--- src/pcv_consts.svh ---
/*
 * Constants for the pulse count voltage select block: rail codes, filter and idle timing.
 * Assumes a single 100 MHz clock and synchronous pin inputs.
 */
// Notes on behaviour
// [RL1] Pulse count k of 1..41 selects level -6.4 V plus (k-1) times 100 mV.
// [RL2] Enable high forces the default level, code for 16 pulses, -4.9 V.
// [RL3] Enable low and wire low turns the device fully off.
// [RL4] Enable low and wire high runs at the level the pulse count selected.
// [RL5] Host keeps enable at analog ground while programming over the wire.
// [RL6] Discharge select low discharges outputs actively after shutdown.
// [RL7] Discharge select high means no fast output discharge at all.
// [RL8] Only discharge select decides discharge; enable never changes that choice.
// [RL9] Runs while enable high; enable falling stops switching and turns blocks off. The code keeps running while wire_filt is high.
// [RL10] When off all internal power switches stay open.
// [RL11] Host pulses no faster than 250 kHz.
// [RL12] Wire input filtered on both edges so glitches never count.
// [RL13] Discharge switches close until outputs reach 0 V, then open.
// [RL14] Low-going pulses counted, count latched after idle time with wire high.
`ifndef PCV_CONSTS_SVH
`define PCV_CONSTS_SVH
`define PCV_CLK_MHZ 100
`define PCV_FILT_NS 500
`define PCV_FILT_CYC ((`PCV_FILT_NS * `PCV_CLK_MHZ) / 1000)
`define PCV_IDLE_US 80
`define PCV_IDLE_CYC (`PCV_IDLE_US * `PCV_CLK_MHZ)
`define PCV_CODE_MIN 6'h01
`define PCV_CODE_MAX 6'h29
`define PCV_CODE_DEF 6'h10
`define PCV_CODE_OFF 6'h00
`endif

--- src/pcv_pkg.sv ---
/*
 * Types shared by the pulse count voltage select block.
 * Assumes nothing of its surroundings.
 */
package pcv_pkg;
	typedef enum logic [1:0] {
		PCV_OFF = 2'b00,
		PCV_RUN = 2'b01,
		PCV_DISCHARGE = 2'b10
	} pcv_state_e;
	typedef logic [5:0] pcv_code_t;
endpackage : pcv_pkg

--- src/pcv_top.sv ---
/*
 * Pulse count voltage select: wire filter, pulse counter, enable/wire mode logic and discharge.
 * Assumes all pins synchronous to sys_clk and an analog comparator reporting outputs at 0 V.
 */
`timescale 1ns/1ps
`include "pcv_consts.svh"
module pcv_top #(
	parameter int FILT_CYC = `PCV_FILT_CYC,
	parameter int IDLE_CYC = `PCV_IDLE_CYC
) (
	input wire logic sys_clk,
	input wire logic rst_b,
	input wire logic enable,
	input wire logic prog_wire,
	input wire logic discharge_select,
	input wire logic outputs_at_zero,
	output pcv_pkg::pcv_code_t negative_rail,
	output logic converter_on,
	output logic power_switch_closed,
	output logic discharge_switch_closed
);
	import pcv_pkg::*;

	logic wire_filt;
	logic next_wire_filt;
	logic [15:0] filt_cnt;
	logic [15:0] next_filt_cnt;
	logic filt_done;
	logic wire_filt_d;
	logic wire_fall;
	logic [15:0] idle_cnt;
	logic [15:0] next_idle_cnt;
	logic idle_done;
	logic [5:0] pulse_cnt;
	logic [5:0] next_pulse_cnt;
	pcv_code_t prog_code;
	pcv_code_t next_prog_code;
	pcv_state_e state;
	pcv_state_e next_state;
	logic run_req;
	pcv_code_t next_rail;
	logic next_discharge;

	// A level must persist FILT_CYC cycles before it is accepted, on both edges.
	assign filt_done = (filt_cnt >= 16'(FILT_CYC - 1)); // RL12

	always_comb begin
		next_wire_filt = wire_filt;
		next_filt_cnt = filt_cnt;
		if (prog_wire == wire_filt) begin
			next_filt_cnt = 16'h0000; // RL12
		end else if (filt_done) begin
			next_wire_filt = prog_wire; // RL12
			next_filt_cnt = 16'h0000;
		end else begin
			next_filt_cnt = filt_cnt + 16'h0001;
		end
	end

	always_ff @(posedge sys_clk or negedge rst_b) begin
		if (!rst_b) begin
			wire_filt <= 1'b0;
		end else begin
			wire_filt <= next_wire_filt;
		end
	end

	always_ff @(posedge sys_clk or negedge rst_b) begin
		if (!rst_b) begin
			filt_cnt <= 16'h0000;
		end else begin
			filt_cnt <= next_filt_cnt;
		end
	end

	// The delayed copy resets low, so the idle-high wire after reset gives no false fall.
	always_ff @(posedge sys_clk or negedge rst_b) begin
		if (!rst_b) begin
			wire_filt_d <= 1'b0;
		end else begin
			wire_filt_d <= wire_filt;
		end
	end

	// Only the filtered level is edge-detected, so a glitch can never add a pulse.
	assign wire_fall = wire_filt_d && !wire_filt; // RL14
	// Idle time runs only while a train is pending, so a quiet wire latches nothing.
	assign idle_done = (idle_cnt >= 16'(IDLE_CYC - 1)); // RL14

	// Counts saturate at the top code so an overlong train stays at the top level.
	always_comb begin
		next_pulse_cnt = pulse_cnt;
		next_idle_cnt = idle_cnt;
		next_prog_code = prog_code;
		if (!wire_filt) begin
			next_idle_cnt = 16'h0000;
			if (wire_fall && pulse_cnt < `PCV_CODE_MAX) begin
				next_pulse_cnt = pulse_cnt + 6'h01; // RL14
			end
		end else if (pulse_cnt != `PCV_CODE_OFF) begin
			if (idle_done) begin
				next_prog_code = pulse_cnt; // RL1 RL14
				next_pulse_cnt = `PCV_CODE_OFF;
				next_idle_cnt = 16'h0000;
			end else begin
				next_idle_cnt = idle_cnt + 16'h0001;
			end
		end
	end

	always_ff @(posedge sys_clk or negedge rst_b) begin
		if (!rst_b) begin
			pulse_cnt <= `PCV_CODE_OFF;
		end else begin
			pulse_cnt <= next_pulse_cnt;
		end
	end

	always_ff @(posedge sys_clk or negedge rst_b) begin
		if (!rst_b) begin
			idle_cnt <= 16'h0000;
		end else begin
			idle_cnt <= next_idle_cnt;
		end
	end

	// The stored code survives the off state; only rst_b brings back the default.
	always_ff @(posedge sys_clk or negedge rst_b) begin
		if (!rst_b) begin
			prog_code <= `PCV_CODE_DEF;
		end else begin
			prog_code <= next_prog_code;
		end
	end

	// Either pin keeps the converter running; the wire alone runs it at the programmed code.
	assign run_req = enable || wire_filt; // RL3 RL4 RL9

	// Discharge is entered only from run, so a cold start never closes the switches.
	always_comb begin
		next_state = state;
		case (state)
			PCV_OFF: begin
				if (run_req) begin
					next_state = PCV_RUN;
				end
			end
			PCV_RUN: begin
				if (!run_req) begin
					// Discharge choice comes from discharge_select alone.
					next_state = discharge_select ? PCV_OFF : PCV_DISCHARGE; // RL6 RL7 RL8
				end
			end
			PCV_DISCHARGE: begin
				if (run_req) begin
					next_state = PCV_RUN;
				end else if (outputs_at_zero) begin
					next_state = PCV_OFF; // RL13
				end
			end
			default: next_state = PCV_OFF;
		endcase
	end

	always_ff @(posedge sys_clk or negedge rst_b) begin
		if (!rst_b) begin
			state <= PCV_OFF;
		end else begin
			state <= next_state;
		end
	end

	// Enable wins over the wire, so the programmed code shows only with enable low.
	always_comb begin
		if (enable) begin
			next_rail = `PCV_CODE_DEF; // RL2
		end else if (wire_filt) begin
			next_rail = prog_code; // RL4
		end else begin
			next_rail = `PCV_CODE_OFF; // RL3
		end
	end

	// The switch opens on the next sys_clk edge after discharge_select rises, even mid-discharge.
	always_comb begin
		next_discharge = !run_req && !discharge_select && !outputs_at_zero
			&& (state != PCV_OFF); // RL6 RL7 RL13
	end

	always_ff @(posedge sys_clk or negedge rst_b) begin
		if (!rst_b) begin
			negative_rail <= `PCV_CODE_OFF;
		end else begin
			negative_rail <= next_rail;
		end
	end

	// The converter and power switch follow the run request, so the power switch is open whenever the device is off.
	always_ff @(posedge sys_clk or negedge rst_b) begin
		if (!rst_b) begin
			converter_on <= 1'b0;
		end else begin
			converter_on <= run_req; // RL9
		end
	end

	always_ff @(posedge sys_clk or negedge rst_b) begin
		if (!rst_b) begin
			power_switch_closed <= 1'b0;
		end else begin
			power_switch_closed <= run_req; // RL10
		end
	end

	always_ff @(posedge sys_clk or negedge rst_b) begin
		if (!rst_b) begin
			discharge_switch_closed <= 1'b0;
		end else begin
			discharge_switch_closed <= next_discharge;
		end
	end
endmodule : pcv_top

--- config.mk ---
export PLATFORM = sky130hd
export DESIGN_NAME = pcv_top
export DESIGN_NICKNAME = d
export VERILOG_FILES = /design/src/pcv_pkg.sv /design/src/pcv_top.sv
export VERILOG_INCLUDE_DIRS = /design/src
export SDC_FILE = /design/constraint.sdc
export NUM_CORES = 1
export LEC_CHECK = 0
export ABC_AREA = 1
export BUFFER_PORTS_ARGS = -buffer_cell sky130_fd_sc_hd__buf_2
export CAP_MARGIN = 10
export CELL_PAD_IN_SITES_DETAIL_PLACEMENT = 1
export CELL_PAD_IN_SITES_GLOBAL_PLACEMENT = 2
export CORE_MARGIN = 1
export CORE_UTILIZATION = 33
export DETAILED_ROUTE_END_ITERATION = 16
export PLACE_DENSITY = 0.82
export SLEW_MARGIN = 40
export SYNTH_ARGS = -nofsm -noshare
export SYNTH_HDL_FRONTEND = slang
export SYNTH_SLANG_ARGS = --single-unit
--- constraint.sdc ---
create_clock -name sys_clk -period 2.33 [get_ports sys_clk]
set_input_delay 0.233 -clock sys_clk [delete_from_list [all_inputs] [get_ports sys_clk]]
set_output_delay 0.233 -clock sys_clk [all_outputs]
set_load 0.03 [all_outputs]
# --- Word level (Yosys, flattened, before mapping) ---
# Cells that the tools add are included.
op_classes:
  add_sub_neg: 3
  multipliers: 0
  div: 0
  magnitude_cmp: 3
  eq_ne: 8
  shifts: 0
  muxes: 17
  n_bitwise: 1
  n_reduce_logical: 18
ops:
  columns: ["cell", "n"]
  rows:
  - ["two-way mux 16 bit", 5]
  - ["two-way mux 6 bit", 6]
  - ["adder 16 x 1 -> 16 bit (second input constant)", 2]
  - [">= comparator 16 x 13 -> 1 bit (second input constant)", 1]
  - [">= comparator 16 x 6 -> 1 bit (second input constant)", 1]
  - ["two-way mux 2 bit", 5]
  - ["AND reduction 3 bit", 3]
  - ["adder 6 x 1 -> 6 bit (second input constant)", 1]
  - ["< comparator 6 bit (second input constant)", 1]
  - ["one-hot mux 2 bit (3 select lines)", 1]
  - ["nonzero test 6 bit", 1]
  - ["logical AND 1 bit", 5]
  - ["zero test 1 bit", 4]
  - ["!= test 2 x 1 -> 1 bit (second input constant)", 2]
  - ["!= test 2 bit (second input constant)", 2]
  - ["nonzero test 2 bit", 2]
  - ["!= test 3 bit (second input constant)", 1]
  - ["equality test 2 x 1 -> 1 bit (second input constant)", 1]
  - ["equality test 2 bit (second input constant)", 1]
  - ["zero test 2 bit", 1]
  - ["AND reduction 2 bit", 1]
  - ["equality test 1 bit", 1]
  - ["logical OR 1 bit", 1]
  - ["inverter 1 bit", 1]
word_totals:
  regBits: 56
  latch_bits: 0
  ram_bits: 0
  romBits: 0
  output_inout_bits: 9
  wordCells: 60
  mem_count: 0

# --- Logic depth before layout (Yosys ltp) ---
# Gate-level depths: netlist (run 1).
logic_depth:
  depth_word: 5
  depth_mapped: 11
  depth_no_buf: 11

# --- Worst setup path before layout (run 1) ---
# No wires, ideal clock.
synth_timing:
  kind: "reg2reg"
  from: "register pulse_cnt[0]"
  to: "register idle_cnt[10]"
  setup_ps: 118
  arrival_time_ps: 1323
  slack_ps: 889
  path_stages_with_launch: 11
  n_path_buf: 1
  path_cell_list: "dfrtp_1 inv_1 ha_1 nand2_2 nor2_2 nand3_4 buf_6 nand2_1 o21bai_1 nand2_1 nor2_2"
synth_between:
  elab_chain_cells: 2
synth_rtl:
  columns: ["item", "line_no", "rtl"]
  rows:
  - ["start, declared", "pcv_top.sv:34", "logic [5:0] pulse_cnt;"]
  - ["start signal, assigned", "pcv_top.sv:113", "pulse_cnt <= `PCV_CODE_OFF;"]
  - ["start signal, assigned", "pcv_top.sv:115", "pulse_cnt <= next_pulse_cnt;"]
  - ["nonzero test 6 bit (no source line)", null, null]
  - ["!= test 2 x 1 -> 1 bit (no source line)", null, null]
  - ["end signal, assigned", "pcv_top.sv:123", "idle_cnt <= next_idle_cnt;"]
  - ["end, declared", "pcv_top.sv:31", "logic [15:0] idle_cnt;"]
# Every way passes these cells.
# A chain may end at the register's enable or synchronous reset.

# --- Worst setup path after layout (run 1) ---
layout_timing:
  from: "register pulse_cnt[1]"
  to: "register idle_cnt[12]"
# Same word-level chain as after synthesis.

==> metrics.csv, run 1 <==
metric;value;unit
status;completed;
Inserted Clock Buffers;5;
RePlAce Congestion;0.688;
Post-Syn Area;2580;um2
Post-Syn Instances;292;
worst clock skew;0.00479;ns
TritonCTS clock tree;done;
Final Cell Area;2880;um2
required time of the critical path;2.57;ns
worst r2r src;pulse_cnt[1];
die area;8180;um2
GRT Total Usage;0.136;
die width;90.5;um
diode count;0;
first-pass GRT wire length;9.04;mm
cell count of the worst reg-to-reg path;8;
commonest non-fill, non-tap cell in the layout;nand2_1;
sequential fraction of the synthesis area;0.543;
CTS root buf;clkbuf_8;
grt total ovfl;0;
flops & latches, synth;56;
hold crit path type;primary input to asynchronous set/reset pin;
DRT antenna net count;0;
max-cap check violation count;0;
Ports;15;
vias in the first global route;1952;
crit path kind;register to register;
DRC;0;
Area Growth Syn to Fin;11.3;%
initial antenna violation count;0;
Worst EP arrival;2.01;ns
worst-skew pair later-pin latency;0.30;ns
DP Area;2780;um2
Fillers;913;
share of the synthesized area in the top cell type;0.533;
post-layout min period;1.77;ns
Die Y;90.5;um
cts hold-fix bufs;0;
RR Endpoint;idle_cnt[12];
Fin. Hold Viols;0;
Setup TNS Final;0;ns
Clk pwr share;0.272;
CP Capture Type;register;
CTS max path bufs;2;
vias after detailed routing;1867;
largest net degree at the start of global routing;57;
Power Internal;1.38;mW
RSZ-0062 raised after global routing;no;
leading area contributor after synthesis;dfrtp_1;
Worst slew margin;0.533;
sequential power share;0.536;
post_cts resized;0;
Critical Path Start Type;register;
worst-margin pin slew;0.700;ns
CP max FO;26;
First DRT Iteration DRCs;71;
Buffers on Ports;14;
Max VDD drop;0.247;mV
Seq. cell area;1400;um2
wire per inst;11.6;um
Ys Warns;0;
mean post-synth cell area;8.84;um2
proportion of power drawn by combinational gates;0.192;
Cell variety after synth;32;
Initial Util;0.349;
row cnt;31;
part of the cycle the worst path needs;0.761;
CTS sink count;56;
core area;7410;um2
dpl hpwl;3.55;mm
power density cells;699;nW/um2
Hold WS;0.0355;ns
H-tree Lvls;2;
clk slew on worst S/H paths;0.09;ns
share of layout cells above drive strength 1;0.144;
switching power;0.632;mW
multi-input gate area in the final layout;1050;um2
Setup violations, final;0;
most frequent cells in the layout;nand2_1 (74), dfrtp_1 (55), nor2_1 (50);
sw frac;0.315;
drt total wl;4.86;mm
# Post-CTS Setup Buffers;0;
LEAKAGE;1.40;nW
nets;331;
max-slew violation count;0;
f_max;0.564;GHz
First-pass DRT Iterations;4;
FF-to-FF setup slack;0.56;ns
synth top area cells;dfrtp_1 (53%), nand2_1 (11%), nor2_1 (7.3%);
DR vias/cell;4.47;
-- routing by layer --
layer | vias up | share of wire | wire length (um) | global-route usage
met4 | 0 | 0.015 | 73 | 0.0524
met1 | 897 | 0.52 | 2500 | 0.188
li1 | 948 | - | - | -
met2 | 17 | 0.45 | 2180 | 0.213
met3 | 5 | 0.022 | 107 | 0.0236
met5 | - | 0 | 0 | 0
-- critical path, stage by stage (launching register included) --
cell	delay, ns
dfrtp_1	0.43
inv_1	0.13
ha_1	0.18
nand2_2	0.06
nor2_2	0.14
nand3_4	0.30
nand2_2	0.25
inv_2	0.10
a21oi_1	0.11
-- kinds of logic (layout without fill, tap and decap cells) --
family / count (synthesis) / in the layout / share of synthesized area
AOI/OAI and AO/OA: 17 / 17 / 0.0451
xor gates and xnor gates: 10 / 10 / 0.0339
adders and majority gates: 7 / 7 / 0.0339
buffers and inverters: 38 / 56 / 0.0635
DFF: 56 / 56 / 0.543
other: 1 / 10 / 0.00145
and+or+nand+nor: 163 / 163 / 0.279
-- cell usage after synthesis (all sizes together) --
cell type	instances
nand2	78
dfrtp	55
nor2	53
inv	31
nand3	15
o21ai	11
nand4	9
ha	7
xor2	7
nor3	6
buf	5
a21oi	3
xnor2	3
clkbuf	1
clkinv	1
conb	1
dfstp	1
nor4	1
o211ai	1
o21bai	1
o41ai	1
or2	1
-- per-stage QoR --
| stage | worst slack (ns) | util | cells | power [mW] |
|---|---|---|---|---|
| 2_1_floorplan | 0.889 | - | 301 | 1.40 |
| 3_3_place_gp | 0.552 | 0.375 | 410 | 1.49 |
| 5_1_grt | 0.305 | 0.388 | 418 | 2.16 |
| 4_1_cts | 0.520 | 0.388 | 418 | 2.06 |
| 3_5_place_dp | 0.540 | 0.375 | 410 | 1.50 |
| 6_report | 0.558 | 0.388 | 418 | 2.01 |
-- flip-flops by register name (all words and copies together) (netlist names), 2 cells and up --
name           cells
state              2
filt_cnt          16
pulse_cnt          6
prog_code          6
idle_cnt          16
negative_rail      6
-- power by group through the flow --
stage | clock network [mW] | logic, mW | registers (mW)
floorplan | 0 | 0.310 | 1.09
global placement | 0 | 0.394 | 1.09
detailed placement | 0 | 0.398 | 1.10
CTS | 0.580 | 0.400 | 1.08
global route | 0.615 | 0.455 | 1.09
finish | 0.546 | 0.386 | 1.08
-- how the worst max path moves through the flow --
| stage | from | to | slack [ns] | cells after the start |
|---|---|---|---|---|
| detailed placement | pulse_cnt[1] | idle_cnt[12] | 0.54 | 8 |
| floorplan | pulse_cnt[0] | idle_cnt[10] | 0.89 | 10 |
| CTS | pulse_cnt[0] | idle_cnt[12] | 0.52 | 8 |
| global route | pulse_cnt[0] | idle_cnt[12] | 0.31 | 8 |
| finish | pulse_cnt[1] | idle_cnt[12] | 0.56 | 8 |
| global placement | pulse_cnt[0] | idle_cnt[12] | 0.55 | 8 |
-- area by class of cell --
type | count | share of cell area
flip-flops and latches | 56 | 0.488
multi-input cells | 207 | 0.365
well taps | 99 | 0.0431
inverters | 32 | 0.0418
clock buffers | 7 | 0.0300
repair buffers | 16 | 0.0296
clock inverters | 1 | 0.00261
Power figures use the tool's default switching activity.
==> run 2, diff against run 1 <==
--- a/config.mk
+++ b/config.mk
@@ -14,7 +14,7 @@
 export CORE_MARGIN = 1
 export CORE_UTILIZATION = 33
 export DETAILED_ROUTE_END_ITERATION = 16
-export PLACE_DENSITY = 0.82
+export PLACE_DENSITY = 0.85
 export SLEW_MARGIN = 40
 export SYNTH_ARGS = -nofsm -noshare
 export SYNTH_HDL_FRONTEND = slang
==> constraint.sdc (replaced) <==
create_clock -name sys_clk -period 1.6 [get_ports sys_clk]
set_input_delay 0.16 -clock sys_clk [delete_from_list [all_inputs] [get_ports sys_clk]]
set_output_delay 0.16 -clock sys_clk [all_outputs]
set_load 0.03 [all_outputs]
==> run 2 against run 1 <==
Highest routed layer unchanged. Wire length rose by 23%. Critical path type unchanged. Register-to-register slack got worse by 0.55 ns. First-iteration DRC count fell by 24%. Die area did not move. Largest cell class unchanged. Critical endpoint is now idle_cnt[11]. Non-clock buffer count rose by 26. Clock skew rose by 0.0026 ns. Sequential power rose by 44%. Final cell count rose by 6.7%.
==> metrics.csv, run 2 (same netlist as run 1, synthesis figures left out) <==
metric;value;unit;change
die area;8180;um2;unchanged
CP max FO;7;;was 26
First-pass DRT Iterations;4;;unchanged
DP Area;2910;um2;was 2780 um2
Seq. cell area;1400;um2;about the same
DRC;0;;unchanged
worst r2r src;pulse_cnt[1];;unchanged
Worst EP arrival;1.79;ns;was 2.01 ns
Tot Pwr;3.69;mW;was 2.01 mW
vias in the first global route;2013;;was 1952
Placement Setup Slack;-0.0336;ns;was 0.540 ns
worst-skew pair later-pin latency;0.31;ns;was 0.30 ns
Inserted Clock Buffers;5;;unchanged
Max VDD drop;0.550;mV;was 0.247 mV
CTS sink count;56;;unchanged
Worst Setup SP;pulse_cnt[1];;unchanged
required time of the critical path;1.81;ns;was 2.57 ns
most frequent cells in the layout;nand2_1 (65), dfrtp_1 (54), nor2_1 (47);;was nand2_1 (74), dfrtp_1 (55), nor2_1 (50)
largest net degree at the start of global routing;43;;was 57
row cnt;31;;unchanged
DR vias/cell;4.52;;was 4.47
max-cap check violation count;0;;unchanged
Fillers;898;;was 913
GRT Total Usage;0.149;;was 0.136
RePlAce Congestion;0.753;;was 0.688
diode count;0;;unchanged
worst clock skew;0.00734;ns;was 0.00479 ns
RSZ-0062 raised after global routing;yes;;was no
nets;359;;was 331
crit path kind;register to register;;unchanged
TritonCTS clock tree;done;;unchanged
CTS max path bufs;2;;unchanged
commonest non-fill, non-tap cell in the layout;nand2_1;;unchanged
first-pass GRT wire length;9.89;mm;was 9.04 mm
max-slew violation count;0;;unchanged
Area Growth Syn to Fin;28.9;%;was 11.3%
CTS root buf;clkbuf_8;;unchanged
vias after detailed routing;2016;;was 1867
core area;7410;um2;unchanged
die width;90.5;um;unchanged
First DRT Iteration DRCs;54;;was 71
Setup violations, final;0;;unchanged
Fin. Hold Viols;0;;unchanged
final setup margin;0.0118;ns;was 0.558 ns
post-layout min period;1.59;ns;was 1.77 ns
multi-input gate area in the final layout;1240;um2;was 1050 um2
clk slew on worst S/H paths;0.10;ns;was 0.09 ns
Ports;15;;unchanged
final core utilization;0.449;;was 0.388
LEAKAGE;1.59;nW;was 1.40 nW
dpl hpwl;4.00;mm;was 3.55 mm
Final Cell Area;3330;um2;was 2880 um2
Die Y;90.5;um;unchanged
share of layout cells above drive strength 1;0.288;;was 0.144
Initial Util;0.349;;unchanged
Buffers on Ports;14;;unchanged
wire per inst;13.4;um;was 11.6 um
min-delay src;outputs_at_zero;;
part of the cycle the worst path needs;0.993;;was 0.761
f_max;0.630;GHz;was 0.564 GHz
Critical Path Start Type;register;;unchanged
status;completed;;unchanged
Hold WS;0.0229;ns;was 0.0355 ns
DRT antenna net count;0;;unchanged
top flop regs;filt_cnt: 16 flops, idle_cnt: 16 flops;;unchanged
initial antenna violation count;0;;unchanged
drt total wl;6.00;mm;was 4.86 mm
CP Capture Type;register;;unchanged
hold crit path type;primary input to register;;was primary input to asynchronous set/reset pin
H-tree Lvls;2;;unchanged
power density cells;1110;nW/um2;was 699 nW/um2
grt total ovfl;0;;unchanged
[run 2: final cells by class]
cell class / count / area share
clock inverters: 2 / 0.0116
multi-input cells: 209 / 0.372
well taps: 99 / 0.0372
flip-flops and latches: 56 / 0.422
repair buffers: 42 / 0.0970
inverters: 32 / 0.0361
clock buffers: 6 / 0.0248
[run 2: worst paths after layout]
path	cells after the start	end	slack (ns)
setup / recovery	10	idle_cnt[11]	0.01
hold / removal	2	discharge_switch_closed	0.02
setup reg to reg	10	idle_cnt[11]	0.01
hold reg to reg	1	state[0]	0.49
max in group asynchronous	3	prog_code[4]	0.70
min in group asynchronous	2	idle_cnt[4]	0.30
[run 2: critical path: stages (launching register included)]
cell	delay (ns)
dfrtp_1	0.42
inv_2	0.10
ha_4	0.15
nand2_4	0.05
nor2_4	0.18
nand3_4	0.19
buf_12	0.19
nand2_4	0.05
nand2_2	0.05
nand2_2	0.06
nor2_2	0.04
[run 2: where the power goes]
part | internal (mW) | switching, mW | total (mW)
Sequential | 1.49 | 0.0551 | 1.55
Clock | 0.512 | 0.459 | 0.972
Combinational | 0.502 | 0.666 | 1.17
[run 2: repair_timing]
item                                   in CTS  in global routing
setup endpoints to repair                  11                 31
resized for setup                           2                 40
cloned                                      1                  1
endpoints found under the hold margin      14                  0
hold buffers                                1                  0
setup buffers                               2                  7
pin swaps                                   0                 15
[run 2: per-layer routing]
layer / GRT usage / share of wire
met2: 0.237 / 0.48
met3: 0.0303 / 0.023
met4: 0.0323 / 0.0092
met1: 0.210 / 0.48
met5: 0 / 0
[run 2: through the flow]
stage / instances / setup TNS [ns]
floorplan: 301 / 0
global placement: 426 / 0
detailed placement: 426 / -0.0387
CTS: 438 / 0
global route: 446 / -0.558
finish: 446 / 0
==> run 3, diff against run 2 <==
--- a/config.mk
+++ b/config.mk
@@ -6,7 +6,7 @@
 export SDC_FILE = /design/constraint.sdc
 export NUM_CORES = 1
 export LEC_CHECK = 0
-export ABC_AREA = 1
+export ABC_AREA = 0
 export BUFFER_PORTS_ARGS = -buffer_cell sky130_fd_sc_hd__buf_2
 export CAP_MARGIN = 10
 export CELL_PAD_IN_SITES_DETAIL_PLACEMENT = 1
@@ -14,7 +14,7 @@
 export CORE_MARGIN = 1
 export CORE_UTILIZATION = 33
 export DETAILED_ROUTE_END_ITERATION = 16
-export PLACE_DENSITY = 0.85
+export PLACE_DENSITY = 0.81
 export SLEW_MARGIN = 40
 export SYNTH_ARGS = -nofsm -noshare
 export SYNTH_HDL_FRONTEND = slang
==> run 3 against run 2 <==
The flow now finishes with violations (negative setup slack). Sequential share of layout area decreased by 2.4 points. Register-to-register slack got worse by 0.22 ns. Flip-flop and latch count unchanged. Sequential power is 5% higher. Synthesized cell count shrank 24%. Critical path depth fell by 3. Total power is 0.81% lower. Via count decreased by 4.4%. Clock power is 3.4% lower. Area after synthesis fell by 4.0%. Global-route usage is 0.88 points higher. Fmax shrank 12%. Critical endpoint is now idle_cnt[0]. Largest power group unchanged. Highest routed layer unchanged.
==> metrics.csv, run 3 <==
metric;value;unit;change
Compound-Gate Fraction of Synth Area;0.134;;was 0.0451
LEAKAGE;1.70;nW;was 1.59 nW
share of the synthesized area in the top cell type;0.555;;was 0.533
Synth top cells by count;dfrtp_1 (55), nor2_1 (17), nand2_1 (16);;was nand2_1 (74), dfrtp_1 (55), nor2_1 (50)
post-synthesis adder-cell area fraction;0.0353;;was 0.0339
drt total wl;5.91;mm;was 6.00 mm
Ys Warns;0;;unchanged
first-pass GRT wire length;9.49;mm;was 9.89 mm
CTS sink count;56;;unchanged
sequential fraction of the synthesis area;0.566;;was 0.543
Post-Syn Instances;221;;was 292
final core utilization;0.487;;was 0.449
Hold Path End;discharge_switch_closed;;unchanged
proportion of synthesized area in mux cells;0.0212;;was 0
Inserted Clock Buffers;5;;unchanged
min-delay src;outputs_at_zero;;unchanged
power density cells;1040;nW/um2;was 1110 nW/um2
worst clock skew;0.00434;ns;was 0.00734 ns
part of the cycle the worst path needs;1.13;;was 0.993
hold path depth;2;;unchanged
TritonCTS clock tree;done;;unchanged
vias in the first global route;2019;;was 2013
die width;88.7;um;was 90.5 um
Max VDD drop;0.542;mV;was 0.550 mV
CP Capture Type;register;;unchanged
CTS root buf;clkbuf_8;;unchanged
leading area contributor after synthesis;dfrtp_1;;unchanged
Fin. Hold Viols;0;;unchanged
RePlAce Congestion;0.803;;was 0.753
share of layout cells above drive strength 1;0.436;;was 0.288
commonest non-fill, non-tap cell in the layout;dfrtp_1;;was nand2_1
vias after detailed routing;1928;;was 2016
flops & latches, synth;56;;unchanged
Post-Synth Simple-Gate Area;0.182;;was 0.279
mean post-synth cell area;11.2;um2;was 8.84 um2
cell count of the worst reg-to-reg path;7;;was 10
f_max;0.553;GHz;was 0.630 GHz
top flop regs;filt_cnt: 16 flops, idle_cnt: 16 flops;;unchanged
Post-Syn Area;2480;um2;was 2580 um2
CTS max path bufs;2;;unchanged
Top FF cell, synth;dfrtp_1;;unchanged
post-layout min period;1.81;ns;was 1.59 ns
die area;7870;um2;was 8180 um2
Setup violations, final;22;;was 0
grt total ovfl;0;;unchanged
status;complete, but fails checks;;was completed
worst-skew pair later-pin latency;0.31;ns;about the same
crit path kind;register to register;;unchanged
First-pass DRT Iterations;4;;unchanged
initial antenna violation count;0;;unchanged
H-tree Lvls;2;;unchanged
dpl hpwl;4.02;mm;was 4.00 mm
RR Endpoint;idle_cnt[0];;was idle_cnt[11]
worst r2r src;idle_cnt[0];;was pulse_cnt[1]
required time of the critical path;1.80;ns;was 1.81 ns
clk slew on worst S/H paths;0.10;ns;about the same
max-slew violation count;0;;unchanged
First DRT Iteration DRCs;63;;was 54
Ports;15;;unchanged
most frequent cells in the layout;dfrtp_1 (54), buf_4 (52), buf_2 (14);;was nand2_1 (65), dfrtp_1 (54), nor2_1 (47)
largest net degree at the start of global routing;57;;was 43
final setup margin;-0.210;ns;was 0.0118 ns
max-cap check violation count;0;;unchanged
nets;319;;was 359
hold crit path type;primary input to register;;unchanged
synth top area cells;dfrtp_1 (55%), ha_1 (3.5%), nor2_1 (2.6%);;was dfrtp_1 (53%), nand2_1 (11%), nor2_1 (7.3%)
DRT antenna net count;0;;unchanged
Area Growth Syn to Fin;42.4;%;was 28.9%
failing checks;negative setup slack;;
top-count cell post-synth;dfrtp_1;;was nand2_1
wire per inst;14.6;um;was 13.4 um
DR vias/cell;4.75;;was 4.52
Cell variety after synth;53;;was 32
CP max FO;7;;unchanged
number of synthesized flops with an enable pin;0;;unchanged
Synth Area in XOR/XNOR;0.0353;;was 0.0339
core area;7250;um2;was 7410 um2
Critical Path Start Type;register;;unchanged
diode count;0;;unchanged
FF-to-FF setup slack;-0.21;ns;was 0.01 ns
Buffers on Ports;14;;unchanged
GRT Total Usage;0.158;;was 0.149
Initial Util;0.342;;was 0.349
RSZ-0062 raised after global routing;yes;;unchanged
Setup TNS Final;-2.39;ns;was 0 ns
row cnt;31;;unchanged
Post-synth ARST share;1.00;;unchanged
largest family of logic cells by synthesized area;simple AND/OR/NAND/NOR gates;;unchanged
Worst EP arrival;2.01;ns;was 1.79 ns
Die Y;88.7;um;was 90.5 um
DRC;0;;unchanged
run 3: cell type report:
type | count | area [um2]
fillers | 801 | 3720
well taps | 99 | 124
repair buffers | 75 | 568
flip-flops and latches | 56 | 1400
clock inverters | 2 | 38.8
inverters | 9 | 33.8
clock buffers | 6 | 72.6
multi-input cells | 159 | 1290
run 3: stage by stage:
stage | total power, mW | hold slack, ns | std cells | setup slack [ns] | instance area [um2]
final | 3.66 | 0.0171 | 406 | -0.210 | 3530
after global routing | 3.87 | 0.000852 | 406 | -0.297 | 3530
after CTS | 3.52 | 0.00760 | 401 | -0.168 | 3360
after detailed placement | 2.47 | 0.185 | 388 | -0.193 | 3120
after global placement | 2.42 | 0.183 | 388 | -0.142 | 3120
after floorplan | 2.05 | -0.136 | 230 | -0.118 | 2560
run 3: worst max path at each step:
stage                             from            to  slack, ns  cells after the start
after CTS                  idle_cnt[0]  idle_cnt[10]      -0.17                      7
after detailed placement   idle_cnt[1]   idle_cnt[0]      -0.19                      7
after global routing       idle_cnt[1]   idle_cnt[0]      -0.30                      7
after floorplan           idle_cnt[11]  prog_code[0]      -0.12                      5
after global placement     idle_cnt[1]   idle_cnt[0]      -0.14                      7
final                      idle_cnt[0]   idle_cnt[0]      -0.21                      7
run 3: logic make-up (layout without fill, tap and decap cells):
logic type                 Yosys count  count (layout)
and+or+nand+nor                     83              83
buffers and inverters               15              92
DFF                                 56              56
xor gates and xnor gates            10              10
AOI/OAI and AO/OA                   45              45
muxes                                4               4
other                                1              10
adders and majority gates            7               7
run 3: critical path, stage by stage (launching register included):
cell and delay [ns]:
dfrtp_1 0.37, ha_2 0.19, and3_4 0.22, a31oi_4 0.09
o211ai_1 0.26, buf_4 0.22, nor2_4 0.06, mux2_2 0.28
run 3: where the power goes:
group          internal (mW)  switching [mW]  leakage (nW)
sequential              1.52           0.104         0.731
clock                  0.474           0.465        0.0558
combinational          0.547           0.544         0.913
total                   2.54            1.11          1.70
run 3: per-layer routing:
layer  up-vias  track usage  share of wire
met4         0       0.0381         0.0063
li1        935            -              -
met1       969        0.204           0.46
met3         4       0.0280          0.018
met2        20        0.276           0.52
met5         -            0              0
run 3: what timing repair did:
| item | in CTS | in global routing |
|---|---|---|
| gates resized for setup | 26 | 28 |
| setup endpoints to repair | 32 | 34 |
| setup buffers | 6 | 5 |
| pin swaps | 23 | 13 |
| endpoints found under the hold margin | 55 | 1 |
| hold buffers | 1 | 1 |
